===== src/verilog/io_port_pkg.sv =====
package io_port_pkg;

    localparam int NPORT = 7;
    localparam int PW    = 8;

    localparam logic [2:0] PORT_A = 3'h0;
    localparam logic [2:0] PORT_B = 3'h1;
    localparam logic [2:0] PORT_C = 3'h2;
    localparam logic [2:0] PORT_D = 3'h3;
    localparam logic [2:0] PORT_E = 3'h4;
    localparam logic [2:0] PORT_F = 3'h5;
    localparam logic [2:0] PORT_G = 3'h6;

    // Register kinds selected by an access; also the read-back source.
    localparam logic [2:0] K_DIN   = 3'h0;
    localparam logic [2:0] K_DOUT  = 3'h1;
    localparam logic [2:0] K_DIR   = 3'h2;
    localparam logic [2:0] K_CTRL  = 3'h3;
    localparam logic [2:0] K_DRV   = 3'h4;
    localparam logic [2:0] K_MCELL = 3'h5;
    localparam logic [2:0] K_ICELL = 3'h6;

    localparam logic [7:0] REG_RST     = 8'h00;
    localparam logic [7:0] FULL_MASK   = 8'hFF;
    localparam logic [7:0] PORT_D_MASK = 8'h0F;
    localparam logic [7:0] ECS_PINS    = 8'h07;
    localparam logic [7:0] SCAN_PINS   = 8'h0F;
    localparam int         PIO_BIT     = 7;

    localparam logic [1:0] IC_DIRECT = 2'h0;
    localparam logic [1:0] IC_LATCH  = 2'h1;
    localparam logic [1:0] IC_REG    = 2'h2;

    localparam logic [1:0] BUS_MUX    = 2'h0;
    localparam logic [1:0] BUS_NONMUX = 2'h1;
    localparam logic [1:0] BUS_PAGED  = 2'h2;

    typedef struct packed {
        logic       wr;
        logic       rd;
        logic [2:0] port;
        logic [2:0] kind;
        logic [7:0] wdata;
    } acc_t;

endpackage


===== src/verilog/input_latch_cell.sv =====
`timescale 1ns/1ps
module input_latch_cell
    import io_port_pkg::*;
(
    input  wire logic          clk_i,    // system clock
    input  wire logic          resetn_i, // synchronous reset, active low
    input  wire logic [1:0]    mode_i,   // direct, latch or register
    input  wire logic          strobe_i, // address latch strobe
    input  wire logic          pt_clk_i, // product term clock
    input  wire logic          use_pt_i, // clock from product term
    input  wire logic [PW-1:0] din_i,    // pin levels
    output logic      [PW-1:0] q_o       // cell outputs
);

    logic          src;
    logic          src_d_reg;
    logic [PW-1:0] hold_reg;

    assign src = use_pt_i ? pt_clk_i : strobe_i;

    always_ff @(posedge clk_i)
    begin
        if (!resetn_i)
            src_d_reg <= 1'b0;
        else
            src_d_reg <= src;
    end

    // latch follows while open, register takes rising edge
    always_ff @(posedge clk_i)
    begin
        if (!resetn_i)
            hold_reg <= REG_RST;
        else if (mode_i == IC_LATCH && src)
            hold_reg <= din_i;
        else if (mode_i == IC_REG && src && !src_d_reg)
            hold_reg <= din_i;
    end

    // The open latch is transparent so its output does not lag a cycle.
    assign q_o = (mode_i == IC_DIRECT) ? din_i :
                 (mode_i == IC_LATCH && src) ? din_i : hold_reg;

endmodule


===== src/verilog/io_port_block.sv =====
`timescale 1ns/1ps
module io_port_block
    import io_port_pkg::*;
(
    input  wire logic                      clk_i,          // 10 MHz clock
    input  wire logic                      resetn_i,       // sync reset
    input  wire acc_t                      acc_i,          // register access
    output logic      [PW-1:0]             rdata_o,        // read data
    output logic                           rvalid_o,       // read data valid
    input  wire logic [15:0]               addr_i,         // MCU address
    input  wire logic                      addr_strobe_i,  // address strobe
    input  wire logic [NPORT-1:0][PW-1:0]  pin_in_i,       // pin levels
    output logic      [NPORT-1:0][PW-1:0]  pin_out_o,      // pin outputs
    output logic      [NPORT-1:0][PW-1:0]  pin_oe_n_o,     // low drives
    output logic      [NPORT-1:0][PW-1:0]  drive_sel_o,    // drive select
    output logic      [NPORT-1:0][PW-1:0]  logic_in_o,     // logic inputs
    input  wire logic [PW-1:0]             mcell_a_i,      // group A cells
    input  wire logic [PW-1:0]             mcell_b_i,      // group B cells
    input  wire logic [2:0]                ext_sel_i,      // ext selects
    input  wire logic [NPORT-1:0][PW-1:0]  pt_oe_i,        // enable terms
    input  wire logic [NPORT-1:0][PW-1:0]  pt_def_cfg_i,   // term defined
    input  wire logic [NPORT-1:0][PW-1:0]  pld_out_cfg_i,  // logic output
    input  wire logic [2:0][1:0]           imc_mode_i,     // cell modes
    input  wire logic [2:0]                imc_pt_clk_i,   // cell term clk
    input  wire logic [2:0]                imc_use_pt_i,   // use term clk
    input  wire logic [1:0]                bus_type_i,     // MCU bus type
    input  wire logic                      data_port_cfg_i, // F data port
    input  wire logic [PW-1:0]             map_reg_i,      // mapping reg
    input  wire logic                      psel_a_i,       // periph term a
    input  wire logic                      psel_b_i,       // periph term b
    input  wire logic                      mcu_rd_i,       // MCU read cycle
    input  wire logic [PW-1:0]             mcu_data_i,     // MCU data
    input  wire logic [2:0]                scan_en_i,      // scan enables
    input  wire logic [3:0]                scan_out_i,     // scan outputs
    input  wire logic [3:0]                scan_oe_i       // scan enables
);

    logic [NPORT-1:0][PW-1:0] dout_reg;
    logic [NPORT-1:0][PW-1:0] dir_reg;
    logic [NPORT-1:0][PW-1:0] drv_reg;
    logic [2:0][PW-1:0]       ctrl_reg;
    logic [15:0]              addr_lat_reg;
    logic [NPORT-1:0][PW-1:0] pin_out_reg;
    logic [NPORT-1:0][PW-1:0] pin_oe_n_reg;
    logic [NPORT-1:0][PW-1:0] logic_in_reg;
    logic [PW-1:0]            rdata_reg;
    logic                     rvalid_reg;

    logic [NPORT-1:0][PW-1:0] alt;
    logic [NPORT-1:0][PW-1:0] alt_sel;
    logic [NPORT-1:0][PW-1:0] out_c;
    logic [NPORT-1:0][PW-1:0] oe_c;
    logic [NPORT-1:0][PW-1:0] out_f;
    logic [NPORT-1:0][PW-1:0] oe_f;
    logic [2:0][PW-1:0]       icell_q;
    logic [PW-1:0]            wmask;
    logic [PW-1:0]            rd_next;
    logic [PW-1:0]            ea;
    logic [PW-1:0]            ga;
    logic [PW-1:0]            fsel_a;
    logic                     ef_ok;
    logic                     port_ok;
    logic                     ctrl_ok;
    logic [1:0]               cidx;
    logic                     periph_on;

    // port D keeps only its four low bits
    assign wmask   = (acc_i.port == PORT_D) ? PORT_D_MASK : FULL_MASK;
    assign port_ok = (acc_i.port <= PORT_G);
    assign ctrl_ok = (acc_i.port >= PORT_E) && port_ok;
    assign cidx    = 2'(acc_i.port - PORT_E);
    assign periph_on = map_reg_i[PIO_BIT];

    // writes land at the edge that takes them
    // registers clear to zero at reset
    always_ff @(posedge clk_i)
    begin
        if (!resetn_i)
            dout_reg <= {NPORT{REG_RST}};
        else if (acc_i.wr && port_ok && acc_i.kind == K_DOUT)
            dout_reg[acc_i.port] <= acc_i.wdata & wmask;
    end

    always_ff @(posedge clk_i)
    begin
        if (!resetn_i)
            dir_reg <= {NPORT{REG_RST}};
        else if (acc_i.wr && port_ok && acc_i.kind == K_DIR)
            dir_reg[acc_i.port] <= acc_i.wdata & wmask;
    end

    always_ff @(posedge clk_i)
    begin
        if (!resetn_i)
            drv_reg <= {NPORT{REG_RST}};
        else if (acc_i.wr && port_ok && acc_i.kind == K_DRV)
            drv_reg[acc_i.port] <= acc_i.wdata & wmask;
    end

    // only E, F and G own a control register
    // run-time modes live here, programmed ones on cfg inputs
    always_ff @(posedge clk_i)
    begin
        if (!resetn_i)
            ctrl_reg <= {3{REG_RST}};
        else if (acc_i.wr && ctrl_ok && acc_i.kind == K_CTRL)
            ctrl_reg[cidx] <= acc_i.wdata;
    end

    // address loaded while the strobe is high, held while it is low
    always_ff @(posedge clk_i)
    begin
        if (!resetn_i)
            addr_lat_reg <= 16'h0000;
        else if (addr_strobe_i)
            addr_lat_reg <= addr_i;
    end

    assign ea    = addr_lat_reg[7:0];
    assign ga    = (bus_type_i == BUS_PAGED) ? addr_lat_reg[15:8]
                                              : addr_lat_reg[7:0];
    assign ef_ok = !(bus_type_i inside {BUS_NONMUX, BUS_PAGED});

    // each cell group only on its own port; ext_sel_i on C and F, latched address on E, F and G
    // a zero control bit keeps the data register, except F pins that pld_out_cfg_i gives to ext_sel_i
    // a one control bit selects latched address, on E and F not with a non-mux or paged bus
    always_comb
    begin
        alt     = '0;
        alt_sel = '0;
        fsel_a  = ctrl_reg[1] & {PW{ef_ok}};
        alt[PORT_A]     = mcell_a_i;
        alt_sel[PORT_A] = pld_out_cfg_i[PORT_A];
        alt[PORT_B]     = mcell_b_i;
        alt_sel[PORT_B] = pld_out_cfg_i[PORT_B];
        alt[PORT_C]     = {5'h00, ext_sel_i};
        alt_sel[PORT_C] = pld_out_cfg_i[PORT_C] & ECS_PINS;
        alt[PORT_E]     = ea;
        alt_sel[PORT_E] = ctrl_reg[0] & {PW{ef_ok}};
        alt[PORT_F]     = (fsel_a & ea) | (~fsel_a & {5'h00, ext_sel_i});
        alt_sel[PORT_F] = fsel_a | (pld_out_cfg_i[PORT_F] & ECS_PINS);
        alt[PORT_G]     = ga;
        alt_sel[PORT_G] = ctrl_reg[2];
    end

    // logic outputs tri-state unless term or direction
    // a logic input relies on software keeping direction clear
    for (genvar p = 0; p < NPORT; p++)
    begin : g_port
        pin_drive_cell u_drive (
            .dout_i    (dout_reg[p]),
            .alt_i     (alt[p]),
            .alt_sel_i (alt_sel[p]),
            .dir_i     (dir_reg[p]),
            .pt_oe_i   (pt_oe_i[p]),
            .pt_def_i  (pt_def_cfg_i[p]),
            .out_o     (out_c[p]),
            .oe_o      (oe_c[p])
        );
    end

    // Port-wide takeovers come last so they win over per-pin settings.
    always_comb
    begin
        out_f = out_c;
        oe_f  = oe_c;
        oe_f[PORT_D] = oe_c[PORT_D] & PORT_D_MASK;
        // any scan enable takes the low pins of E
        if (|scan_en_i)
        begin
            out_f[PORT_E] = (out_c[PORT_E] & ~SCAN_PINS)
                          | ({4'h0, scan_out_i} & SCAN_PINS);
            oe_f[PORT_E]  = (oe_c[PORT_E] & ~SCAN_PINS)
                          | ({4'h0, scan_oe_i} & SCAN_PINS);
        end
        // data port replaces every port F function
        if (data_port_cfg_i)
        begin
            out_f[PORT_F] = mcu_data_i;
            oe_f[PORT_F]  = {PW{mcu_rd_i}};
        end
        // peripheral buffer drives only on a select write
        else if (periph_on)
        begin
            out_f[PORT_F] = mcu_data_i;
            oe_f[PORT_F]  = {PW{(psel_a_i | psel_b_i) & ~mcu_rd_i}};
        end
    end

    // registered pin drive, inputs after reset
    always_ff @(posedge clk_i)
    begin
        pin_out_reg  <= resetn_i ? out_f : {NPORT{REG_RST}};
        pin_oe_n_reg <= resetn_i ? ~oe_f : {NPORT{FULL_MASK}};
    end

    for (genvar c = 0; c < 3; c++)
    begin : g_icell
        input_latch_cell u_icell (
            .clk_i    (clk_i),
            .resetn_i (resetn_i),
            .mode_i   (imc_mode_i[c]),
            .strobe_i (addr_strobe_i),
            .pt_clk_i (imc_pt_clk_i[c]),
            .use_pt_i (imc_use_pt_i[c]),
            .din_i    (pin_in_i[c]),
            .q_o      (icell_q[c])
        );
    end

    // logic input bus from cells and input-capable ports
    always_ff @(posedge clk_i)
    begin
        if (!resetn_i)
            logic_in_reg <= {NPORT{REG_RST}};
        else
            logic_in_reg <= {REG_RST, pin_in_i[PORT_F], REG_RST,
                             pin_in_i[PORT_D] & PORT_D_MASK,
                             icell_q[2], icell_q[1], icell_q[0]};
    end

    // one source chosen by the access kind
    always_comb
    begin
        rd_next = '0;
        if (port_ok)
        begin
            case (acc_i.kind)
                K_DIN:  rd_next = pin_in_i[acc_i.port];
                K_DOUT: rd_next = dout_reg[acc_i.port];
                K_DIR:  rd_next = dir_reg[acc_i.port];
                K_DRV:  rd_next = drv_reg[acc_i.port];
                K_CTRL: rd_next = ctrl_ok ? ctrl_reg[cidx] : '0;
                K_MCELL: rd_next = (acc_i.port == PORT_A) ? mcell_a_i :
                                   (acc_i.port == PORT_B) ? mcell_b_i : '0;
                K_ICELL: rd_next = (acc_i.port <= PORT_C) ?
                                   icell_q[acc_i.port[1:0]] : '0;
                default: rd_next = '0;
            endcase
        end
        rd_next = rd_next & wmask;
    end

    // read answered at the edge that takes it
    always_ff @(posedge clk_i)
    begin
        rvalid_reg <= resetn_i && acc_i.rd;
        if (!resetn_i)
            rdata_reg <= REG_RST;
        else if (acc_i.rd)
            rdata_reg <= rd_next;
    end

    assign pin_out_o   = pin_out_reg;
    assign pin_oe_n_o  = pin_oe_n_reg;
    assign drive_sel_o = drv_reg;
    assign logic_in_o  = logic_in_reg;
    assign rdata_o     = rdata_reg;
    assign rvalid_o    = rvalid_reg;
endmodule


===== src/verilog/pin_drive_cell.sv =====
`timescale 1ns/1ps
module pin_drive_cell
    import io_port_pkg::*;
(
    input  wire logic [PW-1:0] dout_i,    // data out register
    input  wire logic [PW-1:0] alt_i,     // alternate source per pin
    input  wire logic [PW-1:0] alt_sel_i, // alternate source selected
    input  wire logic [PW-1:0] dir_i,     // direction register
    input  wire logic [PW-1:0] pt_oe_i,   // enable product terms
    input  wire logic [PW-1:0] pt_def_i,  // product term defined
    output logic      [PW-1:0] out_o,     // pin output value
    output logic      [PW-1:0] oe_o       // driver enable, high drives
);

    for (genvar i = 0; i < PW; i++)
    begin : g_bit
        assign out_o[i] = alt_sel_i[i] ? alt_i[i] : dout_i[i];
        // enable is OR of term and direction
        assign oe_o[i] = (pt_def_i[i] & pt_oe_i[i]) | dir_i[i];
    end

endmodule

===== config.mk =====
export PLATFORM = sky130hd
export DESIGN_NAME = io_port_block
export DESIGN_NICKNAME = d
export VERILOG_FILES = /design/src/verilog/io_port_pkg.sv /design/src/verilog/input_latch_cell.sv /design/src/verilog/io_port_block.sv /design/src/verilog/pin_drive_cell.sv
export SDC_FILE = /design/constraint.sdc
export NUM_CORES = 1
export LEC_CHECK = 0
export ABC_AREA = 1
export BUFFER_PORTS_ARGS = -buffer_cell sky130_fd_sc_hd__buf_2
export CAP_MARGIN = 20
export CORE_AREA = 5 5 216 218
export DETAILED_ROUTE_END_ITERATION = 10
export DIE_AREA = 0 0 221 223
export GPL_TIMING_DRIVEN = 0
export PLACE_DENSITY = 0.62
export RECOVER_POWER = 100
export SLEW_MARGIN = 10
export SYNTH_ARGS = -nofsm -noshare
export SYNTH_HDL_FRONTEND = slang
export SYNTH_SLANG_ARGS = --single-unit

===== constraint.sdc =====
create_clock -name clk_i -period 4.47 [get_ports clk_i]
set_input_delay 0.894 -clock clk_i [delete_from_list [all_inputs] [get_ports clk_i]]
set_output_delay 0.894 -clock clk_i [all_outputs]
set_load 0.005 [all_outputs]

==> flow_summary.html, run 1 <==
<table>
<tr><th>Metric</th><th>Value</th></tr>
<tr><th colspan="2">Status</th></tr>
<tr><td>Status</td><td>finished, final reports clean</td></tr>
<tr><th colspan="2">Power and ir drop</th></tr>
<tr><td>Share of power burned in the clock network</td><td>around 44%</td></tr>
<tr><td>Gate power share</td><td>between 10% and 20%</td></tr>
<tr><td>Leak pwr</td><td>0.009999 uW</td></tr>
<tr><td>Final Total Pwr</td><td>8197 uW</td></tr>
<tr><td>Switching power total</td><td>~2200 uW</td></tr>
<tr><td>Sequential group share of total power</td><td>44.0%</td></tr>
<tr><td>Share of total power consumed by net switching</td><td>27.41%</td></tr>
<tr><td>Internal power</td><td>5951 uW</td></tr>
<tr><td>IR Drop Worst-Case VDD</td><td>roughly 290 uV</td></tr>
<tr><td>Power density over the cells</td><td>around 380 nW/um^2</td></tr>
<tr><th colspan="2">Clocking</th></tr>
<tr><td>H-tree levels</td><td>2</td></tr>
<tr><td>Clock tree buffer depth</td><td>3</td></tr>
<tr><td>Number of buffers inserted by hold repair at cts</td><td>0</td></tr>
<tr><td>Clock latency on the worst-skew pair</td><td>0.58 ns</td></tr>
<tr><td>CTS Root Cell</td><td>sky130_fd_sc_hd__clkbuf_16</td></tr>
<tr><td>Total clock sinks</td><td>388</td></tr>
<tr><td>Number of CTS-inserted buffers</td><td>45</td></tr>
<tr><td>Post-CTS repair timing setup buffer count</td><td>0</td></tr>
<tr><td>Cts repair resizes</td><td>0</td></tr>
<tr><td>Clock tree from TritonCTS</td><td>done</td></tr>
<tr><td>CTS clock-pin slew for the worst setup and hold paths</td><td>~0.060 ns</td></tr>
<tr><th colspan="2">Synthesis</th></tr>
<tr><td>Flop and latch count out of synthesis</td><td>~390</td></tr>
<tr><td>Sequential share of the synthesized area</td><td>45.88%</td></tr>
<tr><td>Synthesized area per cell</td><td>6.859 um^2</td></tr>
<tr><td>Async set-reset flop share out of synthesis</td><td>0%</td></tr>
<tr><td>Number of flops mapped to enable cells by yosys</td><td>0</td></tr>
<tr><td>Post-synthesis instance area</td><td>16,930 um^2</td></tr>
<tr><td>Warnings, synthesis</td><td>0</td></tr>
<tr><td>Count of mapped cells out of synthesis</td><td>about 2,500</td></tr>
<tr><td>Dominant synthesized flop cell</td><td>sky130_fd_sc_hd__dfxtp_1</td></tr>
<tr><td>Count of cell types in the netlist</td><td>33</td></tr>
<tr><th colspan="2">Layout</th></tr>
<tr><td>Nets</td><td>around 3,300</td></tr>
<tr><td>Layout cells sized above 1</td><td>between 10% and 20%</td></tr>
<tr><td>Most frequent cells in the layout</td><td>sky130_fd_sc_hd__nand2_1, sky130_fd_sc_hd__dfxtp_1, sky130_fd_sc_hd__buf_2</td></tr>
<tr><td>Layout Area Growth over Synthesis</td><td>26.16%</td></tr>
<tr><td>Final std cell area, no fill</td><td>21,360 um^2</td></tr>
<tr><td>Most common cell after layout, fill and taps aside</td><td>sky130_fd_sc_hd__nand2_1</td></tr>
<tr><th colspan="2">Global routing</th></tr>
<tr><td>Number of antenna violations at the first check in global routing</td><td>2</td></tr>
<tr><td>Total grt overflow</td><td>0</td></tr>
<tr><td>Overall track demand over capacity in global routing</td><td>about 33%</td></tr>
<tr><td>Vias in the first global route</td><td>between 15,000 and 20,000</td></tr>
<tr><td>Maximum number of pins on one net before global-route repair</td><td>13</td></tr>
<tr><td>Wire length of the first global-routing pass</td><td>120,000 um</td></tr>
<tr><th colspan="2">Routing</th></tr>
<tr><td>Number of DRC violations after detailed routing</td><td>0</td></tr>
<tr><td>DR pass1 iterations</td><td>6</td></tr>
<tr><td>Post-route antenna net violation count</td><td>0</td></tr>
<tr><td>Vias per cell</td><td>5.277</td></tr>
<tr><td>Initial DRC Count</td><td>1,737</td></tr>
<tr><td>Wire length per cell</td><td>23.47 um</td></tr>
<tr><td>Total wire length</td><td>85,670 um</td></tr>
<tr><td>Via count</td><td>19,261</td></tr>
<tr><th colspan="2">Place</th></tr>
<tr><td>Gpl congestion</td><td>0.9957</td></tr>
<tr><td>Post-DP Area</td><td>20,170 um^2</td></tr>
<tr><td>Dpl hpwl</td><td>between 60,000 and 70,000 um</td></tr>
<tr><td>Pre-CTS worst setup slack</td><td>1.135 ns</td></tr>
<tr><td>Port bufs</td><td>between 400 and 500</td></tr>
<tr><th colspan="2">STA</th></tr>
<tr><td>Sum of negative setup slack</td><td>0 ns</td></tr>
<tr><td>Min Tclk post-route</td><td>between 3 and 4 ns</td></tr>
<tr><td>Final number of max-transition violations</td><td>0</td></tr>
<tr><td>Transition at the pin with the smallest max-transition slack</td><td>1.124 ns</td></tr>
<tr><td>Final count of hold timing violations</td><td>0</td></tr>
<tr><td>Achievable Freq</td><td>274.2 MHz</td></tr>
<tr><td>Relative slew slack</td><td>25.09%</td></tr>
<tr><td>Final WS setup</td><td>0.8228 ns</td></tr>
<tr><td>Post-Route Skew</td><td>around 0.014 ns</td></tr>
<tr><td>Unrepaired setup endpoints after global routing</td><td>no</td></tr>
<tr><td>Final Cycle Share</td><td>81.59%</td></tr>
<tr><td>Number of endpoints failing setup at the final stage</td><td>0</td></tr>
<tr><th colspan="2">Critical path</th></tr>
<tr><td>Type of element capturing the critical path</td><td>flip-flop</td></tr>
<tr><td>Max FO, Critical Path</td><td>10</td></tr>
<tr><td>Type of the worst setup path</td><td>in -&gt; reg</td></tr>
<tr><td>Slowest stage cell on the critical path</td><td>sky130_fd_sc_hd__clkbuf_1</td></tr>
<tr><td>Arrival time of data at the critical path endpoint</td><td>a little over 4 ns</td></tr>
<tr><td>Slack of the worst reg-to-reg path</td><td>roughly 2.7 ns</td></tr>
<tr><td>Critical path required time</td><td>4.90 ns</td></tr>
<tr><td>Worst path max stage delay</td><td>0.71 ns</td></tr>
<tr><td>Critical path cell sequence</td><td>clkbuf_1, clkbuf_1, nand2_1, nor2_1, inv_1, nand2_1, clkbuf_1, a21oi_1</td></tr>
<tr><td>Worst path most repeated cell</td><td>sky130_fd_sc_hd__clkbuf_1</td></tr>
<tr><td>Kind of start point of the critical path</td><td>input pin</td></tr>
<tr><th colspan="2">Run</th></tr>
<tr><td>MaxCap Viol Count</td><td>0</td></tr>
<tr><th colspan="2">Floorplan</th></tr>
<tr><td>Floorplan core area</td><td>around 45,000 um^2</td></tr>
<tr><td>Total I/O pin count</td><td>556</td></tr>
<tr><td>Die Height</td><td>~220 um</td></tr>
<tr><td>Total number of placement rows</td><td>approximately 80</td></tr>
<tr><td>Total Die Area</td><td>49,280 um^2</td></tr>
<tr><td>Starting density of the core</td><td>37.87%</td></tr>
<tr><td>Die Width</td><td>~220 um</td></tr>
<tr><th colspan="2">Hold path</th></tr>
<tr><td>Worst hold-check path type</td><td>reg -&gt; reg</td></tr>
</table>
## critical path: cells and delay by family
kind / cells / cell delay (ns)
and+or+nand+nor: 3 / 1.28
buffers and inverters: 4 / 1.72
AOI/OAI and AO/OA: 1 / 0.15
## per-layer routing
metal	share of wire (%)	track usage, %	up-vias
li1	-	-	9014
met1	41	41.69	9014
met2	45	53.28	1069
met3	9.8	7.934	162
met4	4.4	13.61	2
met5	0.013	0	-
## kinds of logic after synthesis
group	Yosys count	share of synthesized area, %
AND/OR/NAND/NOR	1136	27.47
AO/OA/AOI/OAI	545	16.75
buffers and inverters	396	9.778
flip-flops	388	45.88
other	2	0.04436
adder cells (fa/ha/maj)	1	0.07390
## power by group through the flow
stage                     sequential [uW]  clock [uW]  combinational, uW
after global routing                 3610        3800               1030
after floorplan                      3680           0                438
after global placement               3670           0                950
after CTS                            3600        3670                960
after detailed placement             3680           0                957
final                                3600        3630                965
## worst paths after layout
check,start,to,cells after the start
max,acc_i[11],dout_reg[46]$_SDFFE_PN0P_,8
min,dout_reg[25]$_SDFFE_PN0P_,pin_out_o[25]$_SDFF_PN0_,2
max reg2reg,drive_sel_o[41]$_SDFFE_PN0P_,rdata_o[1]$_SDFFE_PN0P_,10
min reg2reg,dout_reg[25]$_SDFFE_PN0P_,pin_out_o[25]$_SDFF_PN0_,2
## layout make-up
class | count | area [um^2]
clock inverter | 18 | 166.4
clock buffer | 59 | 1260
inverter | 245 | 922.1
fill | 4794 | 23340
antenna | 1 | 2.502
timing repair buffer | 482 | 2223
sequential | 388 | 7767
tap | 600 | 750.7
buffer | 151 | 711.9
multi-input combinational | 1706 | 7552
## cells in the mapped netlist, types with 3 or more instances
| cell type | n | area [um^2] |
|---|---|---|
| sky130_fd_sc_hd__o21ai_1 | 70 | 350.3 |
| sky130_fd_sc_hd__clkinv_1 | 3 | 11.26 |
| sky130_fd_sc_hd__nand2_1 | 628 | 2357 |
| sky130_fd_sc_hd__nand2_2 | 3 | 18.77 |
| sky130_fd_sc_hd__a21oi_1 | 249 | 1246 |
| sky130_fd_sc_hd__nand4_1 | 21 | 131.4 |
| sky130_fd_sc_hd__o211ai_1 | 25 | 187.7 |
| sky130_fd_sc_hd__a311oi_1 | 5 | 43.79 |
| sky130_fd_sc_hd__buf_2 | 37 | 185.2 |
| sky130_fd_sc_hd__clkbuf_1 | 74 | 277.8 |
| sky130_fd_sc_hd__nor2_2 | 11 | 68.82 |
| sky130_fd_sc_hd__or2_2 | 11 | 68.82 |
| sky130_fd_sc_hd__dfxtp_1 | 388 | 7767 |
| sky130_fd_sc_hd__nand3_1 | 164 | 820.8 |
| sky130_fd_sc_hd__inv_2 | 19 | 71.32 |
| sky130_fd_sc_hd__nand3_2 | 3 | 30.03 |
| sky130_fd_sc_hd__nor2_1 | 278 | 1044 |
| sky130_fd_sc_hd__inv_1 | 222 | 833.3 |
| sky130_fd_sc_hd__a211oi_1 | 5 | 37.54 |
| sky130_fd_sc_hd__o21ai_0 | 187 | 935.9 |
| sky130_fd_sc_hd__nand3b_1 | 3 | 22.52 |
| sky130_fd_sc_hd__buf_1 | 8 | 30.03 |
| sky130_fd_sc_hd__nor3_1 | 10 | 50.05 |
| sky130_fd_sc_hd__buf_4 | 32 | 240.2 |
## stage by stage
step	util, %	std cells	hold WS (ns)
after floorplan	-	2490	0.4071
after global placement	45.12	3571	0.4231
after detailed placement	45.13	3572	0.4196
after CTS	48.33	3649	0.4314
after global routing	47.77	3649	0.4533
final	47.78	3650	0.4307
No activity file was read; power rests on OpenSTA's default activity.
==> inputs of run 2 (changes only) <==
- ABC_AREA: 1 -> 0
- CORE_AREA: 5 5 216 218 -> not set
- CORE_ASPECT_RATIO: not set -> 0.5
- CORE_MARGIN: not set -> 5
- CORE_UTILIZATION: not set -> 51
- DIE_AREA: 0 0 221 223 -> not set
- PLACE_DENSITY: 0.62 -> 0.79
- clock period: 4.47 -> 3.7 ns (I/O delays scaled with it)
==> flow_summary.html, run 2 <==
<table>
<tr><th>Metric</th><th>Value</th></tr>
<tr><th colspan="2">Status</th></tr>
<tr><td>Status</td><td>complete, but fails checks (was finished, final reports clean)</td></tr>
<tr><td>Violations in the final reports</td><td>capacitance limit, slew limit</td></tr>
<tr><th colspan="2">Synthesis</th></tr>
<tr><td>Synthesized area per cell</td><td>9.761 um^2 (was 6.859 um^2)</td></tr>
<tr><td>Number of flops mapped to enable cells by yosys</td><td>0 (unchanged)</td></tr>
<tr><td>Cell taking the most area after synthesis</td><td>sky130_fd_sc_hd__dfxtp_1 (unchanged)</td></tr>
<tr><td>Count of mapped cells out of synthesis</td><td>1,787 (was 2,468)</td></tr>
<tr><td>Post-synthesis instance area</td><td>17,440 um^2 (was 16,930 um^2)</td></tr>
<tr><td>Ranking of synthesized cells by area</td><td>sky130_fd_sc_hd__dfxtp_1, sky130_fd_sc_hd__mux2i_1, sky130_fd_sc_hd__nor2b_1 (was sky130_fd_sc_hd__dfxtp_1, sky130_fd_sc_hd__nand2_1, sky130_fd_sc_hd__a21oi_1)</td></tr>
<tr><td>Async set-reset flop share out of synthesis</td><td>0% (unchanged)</td></tr>
<tr><td>Yosys top cell area share</td><td>44.53% (was 45.88%)</td></tr>
<tr><td>Flop and latch count out of synthesis</td><td>388 (unchanged)</td></tr>
<tr><td>Most common library cells after synthesis</td><td>sky130_fd_sc_hd__dfxtp_1, sky130_fd_sc_hd__mux2i_1, sky130_fd_sc_hd__nand2_1 (was sky130_fd_sc_hd__nand2_1, sky130_fd_sc_hd__dfxtp_1, sky130_fd_sc_hd__nor2_1)</td></tr>
<tr><td>Sequential share of the synthesized area</td><td>44.53% (was 45.88%)</td></tr>
<tr><td>Most numerous cell in the Yosys netlist</td><td>sky130_fd_sc_hd__dfxtp_1 (was sky130_fd_sc_hd__nand2_1)</td></tr>
<tr><td>Dominant synthesized flop cell</td><td>sky130_fd_sc_hd__dfxtp_1 (unchanged)</td></tr>
<tr><td>Warnings, synthesis</td><td>0 (unchanged)</td></tr>
<tr><td>Count of cell types in the netlist</td><td>57 (was 33)</td></tr>
<tr><th colspan="2">Run</th></tr>
<tr><td>MaxCap Viol Count</td><td>2 (was 0)</td></tr>
<tr><th colspan="2">Floorplan</th></tr>
<tr><td>Die Height</td><td>140.8 um (was 223 um)</td></tr>
<tr><td>Total number of placement rows</td><td>47 (was 78)</td></tr>
<tr><td>Total Die Area</td><td>38,220 um^2 (was 49,280 um^2)</td></tr>
<tr><td>Total I/O pin count</td><td>556 (unchanged)</td></tr>
<tr><td>Starting density of the core</td><td>52.22% (was 37.87%)</td></tr>
<tr><td>Die Width</td><td>271.5 um (was 221 um)</td></tr>
<tr><td>Floorplan core area</td><td>33,400 um^2 (was 44,700 um^2)</td></tr>
<tr><th colspan="2">Global routing</th></tr>
<tr><td>Number of antenna violations at the first check in global routing</td><td>3 (was 2)</td></tr>
<tr><td>Overall track demand over capacity in global routing</td><td>35.98% (was 32.69%)</td></tr>
<tr><td>Maximum number of pins on one net before global-route repair</td><td>16 (was 13)</td></tr>
<tr><td>Vias in the first global route</td><td>15,799 (was 18,095)</td></tr>
<tr><td>Wire length of the first global-routing pass</td><td>103,400 um (was 120,000 um)</td></tr>
<tr><td>Total grt overflow</td><td>0 (unchanged)</td></tr>
<tr><th colspan="2">STA</th></tr>
<tr><td>Achievable Freq</td><td>~320 MHz</td></tr>
<tr><td>Final hold slack</td><td>0.3966 ns (was 0.4307 ns)</td></tr>
<tr><td>Number of endpoints failing setup at the final stage</td><td>0 (unchanged)</td></tr>
<tr><td>Final WS setup</td><td>0.6073 ns (was 0.8228 ns)</td></tr>
<tr><td>Relative slew slack</td><td>-12.77% (was 25.09%)</td></tr>
<tr><td>Sum of negative setup slack</td><td>0 ns (unchanged)</td></tr>
<tr><td>Min Tclk post-route</td><td>3.093 ns</td></tr>
<tr><td>Final number of max-transition violations</td><td>11 (was 0)</td></tr>
<tr><td>Final Cycle Share</td><td>83.59%</td></tr>
<tr><td>Final count of hold timing violations</td><td>0 (unchanged)</td></tr>
<tr><td>Unrepaired setup endpoints after global routing</td><td>no (unchanged)</td></tr>
<tr><td>Post-Route Skew</td><td>0.02013 ns (was 0.01364 ns)</td></tr>
<tr><td>Transition at the pin with the smallest max-transition slack</td><td>1.674 ns (was 1.124 ns)</td></tr>
<tr><th colspan="2">Layout</th></tr>
<tr><td>Layout cells sized above 1</td><td>20.96% (was 15.78%)</td></tr>
<tr><td>Most frequent cells in the layout</td><td>sky130_fd_sc_hd__dfxtp_1, sky130_fd_sc_hd__buf_2, sky130_fd_sc_hd__mux2i_1 (was sky130_fd_sc_hd__nand2_1, sky130_fd_sc_hd__dfxtp_1, sky130_fd_sc_hd__buf_2)</td></tr>
<tr><td>Final std cell area, no fill</td><td>21,410 um^2 (was 21,360 um^2)</td></tr>
<tr><td>Layout Area Growth over Synthesis</td><td>22.75% (was 26.16%)</td></tr>
<tr><td>Most common cell after layout, fill and taps aside</td><td>sky130_fd_sc_hd__dfxtp_1 (was sky130_fd_sc_hd__nand2_1)</td></tr>
<tr><td>Nets</td><td>2,647 (was 3,343)</td></tr>
<tr><td>Count of fill cells added during filler insertion</td><td>2,874 (was 4,794)</td></tr>
<tr><th colspan="2">Place</th></tr>
<tr><td>Port bufs</td><td>475 (was 481)</td></tr>
<tr><td>Dpl hpwl</td><td>56,490 um (was 67,310 um)</td></tr>
<tr><td>Gpl congestion</td><td>1.036 (was 0.9957)</td></tr>
<tr><td>Post-DP Area</td><td>20,450 um^2 (was 20,170 um^2)</td></tr>
<tr><td>Pre-CTS worst setup slack</td><td>0.7013 ns (was 1.135 ns)</td></tr>
<tr><th colspan="2">Clocking</th></tr>
<tr><td>Clock tree buffer depth</td><td>3 (unchanged)</td></tr>
<tr><td>Number of CTS-inserted buffers</td><td>37 (was 45)</td></tr>
<tr><td>H-tree levels</td><td>2 (unchanged)</td></tr>
<tr><td>Clock latency on the worst-skew pair</td><td>0.56 ns (was 0.58 ns)</td></tr>
<tr><td>CTS clock-pin slew for the worst setup and hold paths</td><td>0.06 ns (about the same)</td></tr>
<tr><td>Clock tree from TritonCTS</td><td>done (unchanged)</td></tr>
<tr><td>Post-CTS repair timing setup buffer count</td><td>0 (unchanged)</td></tr>
<tr><td>Number of buffers inserted by hold repair at cts</td><td>0 (unchanged)</td></tr>
<tr><td>Total clock sinks</td><td>388 (unchanged)</td></tr>
<tr><td>Cts repair resizes</td><td>0 (unchanged)</td></tr>
<tr><td>CTS Root Cell</td><td>sky130_fd_sc_hd__clkbuf_16 (unchanged)</td></tr>
<tr><th colspan="2">Power and ir drop</th></tr>
<tr><td>Final Total Pwr</td><td>9370 uW (was 8197 uW)</td></tr>
<tr><td>Leak pwr</td><td>0.009199 uW (was 0.009999 uW)</td></tr>
<tr><td>Power density over the cells</td><td>437.6 nW/um^2 (was 383.8 nW/um^2)</td></tr>
<tr><td>IR Drop Worst-Case VDD</td><td>287.7 uV (was 288.4 uV)</td></tr>
<tr><th colspan="2">Routing</th></tr>
<tr><td>Wire length per cell</td><td>26.12 um (was 23.47 um)</td></tr>
<tr><td>Number of DRC violations after detailed routing</td><td>0 (unchanged)</td></tr>
<tr><td>Total wire length</td><td>72,910 um (was 85,670 um)</td></tr>
<tr><td>Via count</td><td>16,426 (was 19,261)</td></tr>
<tr><td>Vias per cell</td><td>5.885 (was 5.277)</td></tr>
<tr><td>DR pass1 iterations</td><td>5 (was 6)</td></tr>
<tr><td>Initial DRC Count</td><td>2,091 (was 1,737)</td></tr>
<tr><td>Post-route antenna net violation count</td><td>0 (unchanged)</td></tr>
<tr><th colspan="2">Hold path</th></tr>
<tr><td>HP Start</td><td>scan_oe_i[3] (was dout_reg[25]$_SDFFE_PN0P_)</td></tr>
<tr><td>Worst hold-check path type</td><td>in -&gt; reg (was reg -&gt; reg)</td></tr>
<tr><td>Capture endpoint of the worst hold path</td><td>pin_oe_n_o[35]$_SDFF_PN1_ (was pin_out_o[25]$_SDFF_PN0_)</td></tr>
<tr><td>Cell depth of the worst min-delay path</td><td>2 (unchanged)</td></tr>
<tr><th colspan="2">Critical path</th></tr>
<tr><td>Type of element capturing the critical path</td><td>flip-flop (unchanged)</td></tr>
<tr><td>Type of the worst setup path</td><td>in -&gt; reg (unchanged)</td></tr>
<tr><td>Max FO, Critical Path</td><td>10 (unchanged)</td></tr>
<tr><td>Reg2Reg Capture Point</td><td>rdata_o[0]$_SDFFE_PN0P_ (was rdata_o[1]$_SDFFE_PN0P_)</td></tr>
<tr><td>Arrival time of data at the critical path endpoint</td><td>3.54 ns (was 4.07 ns)</td></tr>
<tr><td>Slack of the worst reg-to-reg path</td><td>1.75 ns (was 2.65 ns)</td></tr>
<tr><td>Critical path required time</td><td>4.15 ns (was 4.90 ns)</td></tr>
<tr><td>Number of cells on the worst reg-to-reg path</td><td>5 (was 10)</td></tr>
<tr><td>Reg2Reg Launch Point</td><td>alt_sel[48]$_SDFFE_PN0P_ (was drive_sel_o[41]$_SDFFE_PN0P_)</td></tr>
<tr><td>Kind of start point of the critical path</td><td>input pin (unchanged)</td></tr>
</table>
==> run 2: changes by cell type in the layout (fill, tap and decap cells not counted), sizes merged, moves of 20 or more <==
cell and change:
a21boi +68, a21o +38, a21oi -219, and2 +63, and3 +20, clkbuf -20, inv -230, mux2i +239
mux4 +32, nand2 -415, nand3 -82, nor2 -239, nor2b +185, o21ai -189
==> run 2: per-stage QoR <==
step	utilization, %	cells
3_5_place_dp	61.24	2725
3_3_place_gp	61.24	2725
2_1_floorplan	-	1809
6_report	64.10	2791
4_1_cts	64.97	2788
5_1_grt	64.09	2789
==> run 2: kinds of logic after synthesis <==
kind of cell | synth area share, %
buf+inv | 4.799
compound gates | 12.41
fa+ha+maj | 0.07172
flops | 44.53
other cells | 0.04305
simple gates | 19.89
mux | 18.26
==> run 2: where the power goes <==
| group | internal [uW] | switching [uW] | total [uW] |
|---|---|---|---|
| registers | 4280 | 48.0 | 4330 |
| clock network | 2250 | 1760 | 4020 |
| logic | 411 | 615 | 1030 |
| total | 6940 | 2430 | 9370 |
==> run 2: how the worst max path moves through the flow <==
stage	startpoint	endpoint	cells after the start
2_1_floorplan	acc_i[11]	rdata_o[6]$_SDFFE_PN0P_	6
3_3_place_gp	acc_i[11]	dir_reg[37]$_SDFFE_PN0P_	7
3_5_place_dp	acc_i[11]	drive_sel_o[5]$_SDFFE_PN0P_	7
4_1_cts	acc_i[11]	dout_reg[5]$_SDFFE_PN0P_	7
5_1_grt	addr_strobe_i	rdata_o[5]$_SDFFE_PN0P_	7
6_report	acc_i[11]	dir_reg[22]$_SDFFE_PN0P_	7
==> run 2: final cells by class <==
type / count / area, um^2 / share of cell area (%)
multi-input combinational: 1260 / 8832 / 41.25
sequential: 388 / 7767 / 36.28
timing repair buffer: 475 / 2202 / 10.28
clock buffer: 50 / 1066 / 4.979
buffer: 151 / 765.7 / 3.576
tap: 441 / 551.8 / 2.577
clock inverter: 13 / 181.4 / 0.8473
inverter: 10 / 37.54 / 0.1753
antenna: 3 / 7.507 / 0.03506
==> run 2: worst max-delay path: stages <==
cell and delay [ns]:
sky130_fd_sc_hd__clkbuf_1 0.17, sky130_fd_sc_hd__buf_6 0.25, sky130_fd_sc_hd__buf_4 0.27, sky130_fd_sc_hd__nand2_1 0.24, sky130_fd_sc_hd__o21ai_0 1.34, sky130_fd_sc_hd__o21ai_0 0.29
sky130_fd_sc_hd__and2_0 0.23
==> run 2: routing by layer <==
metal	vias to the layer above	share of wire [%]	wire length (um)	track usage, %
met5	-	0.030	22	0
met4	4	3.8	2786	11.68
met3	199	13	9660	12.97
met2	1120	44	31830	55.67
met1	7861	39	28610	47.36
li1	7242	-	-	-
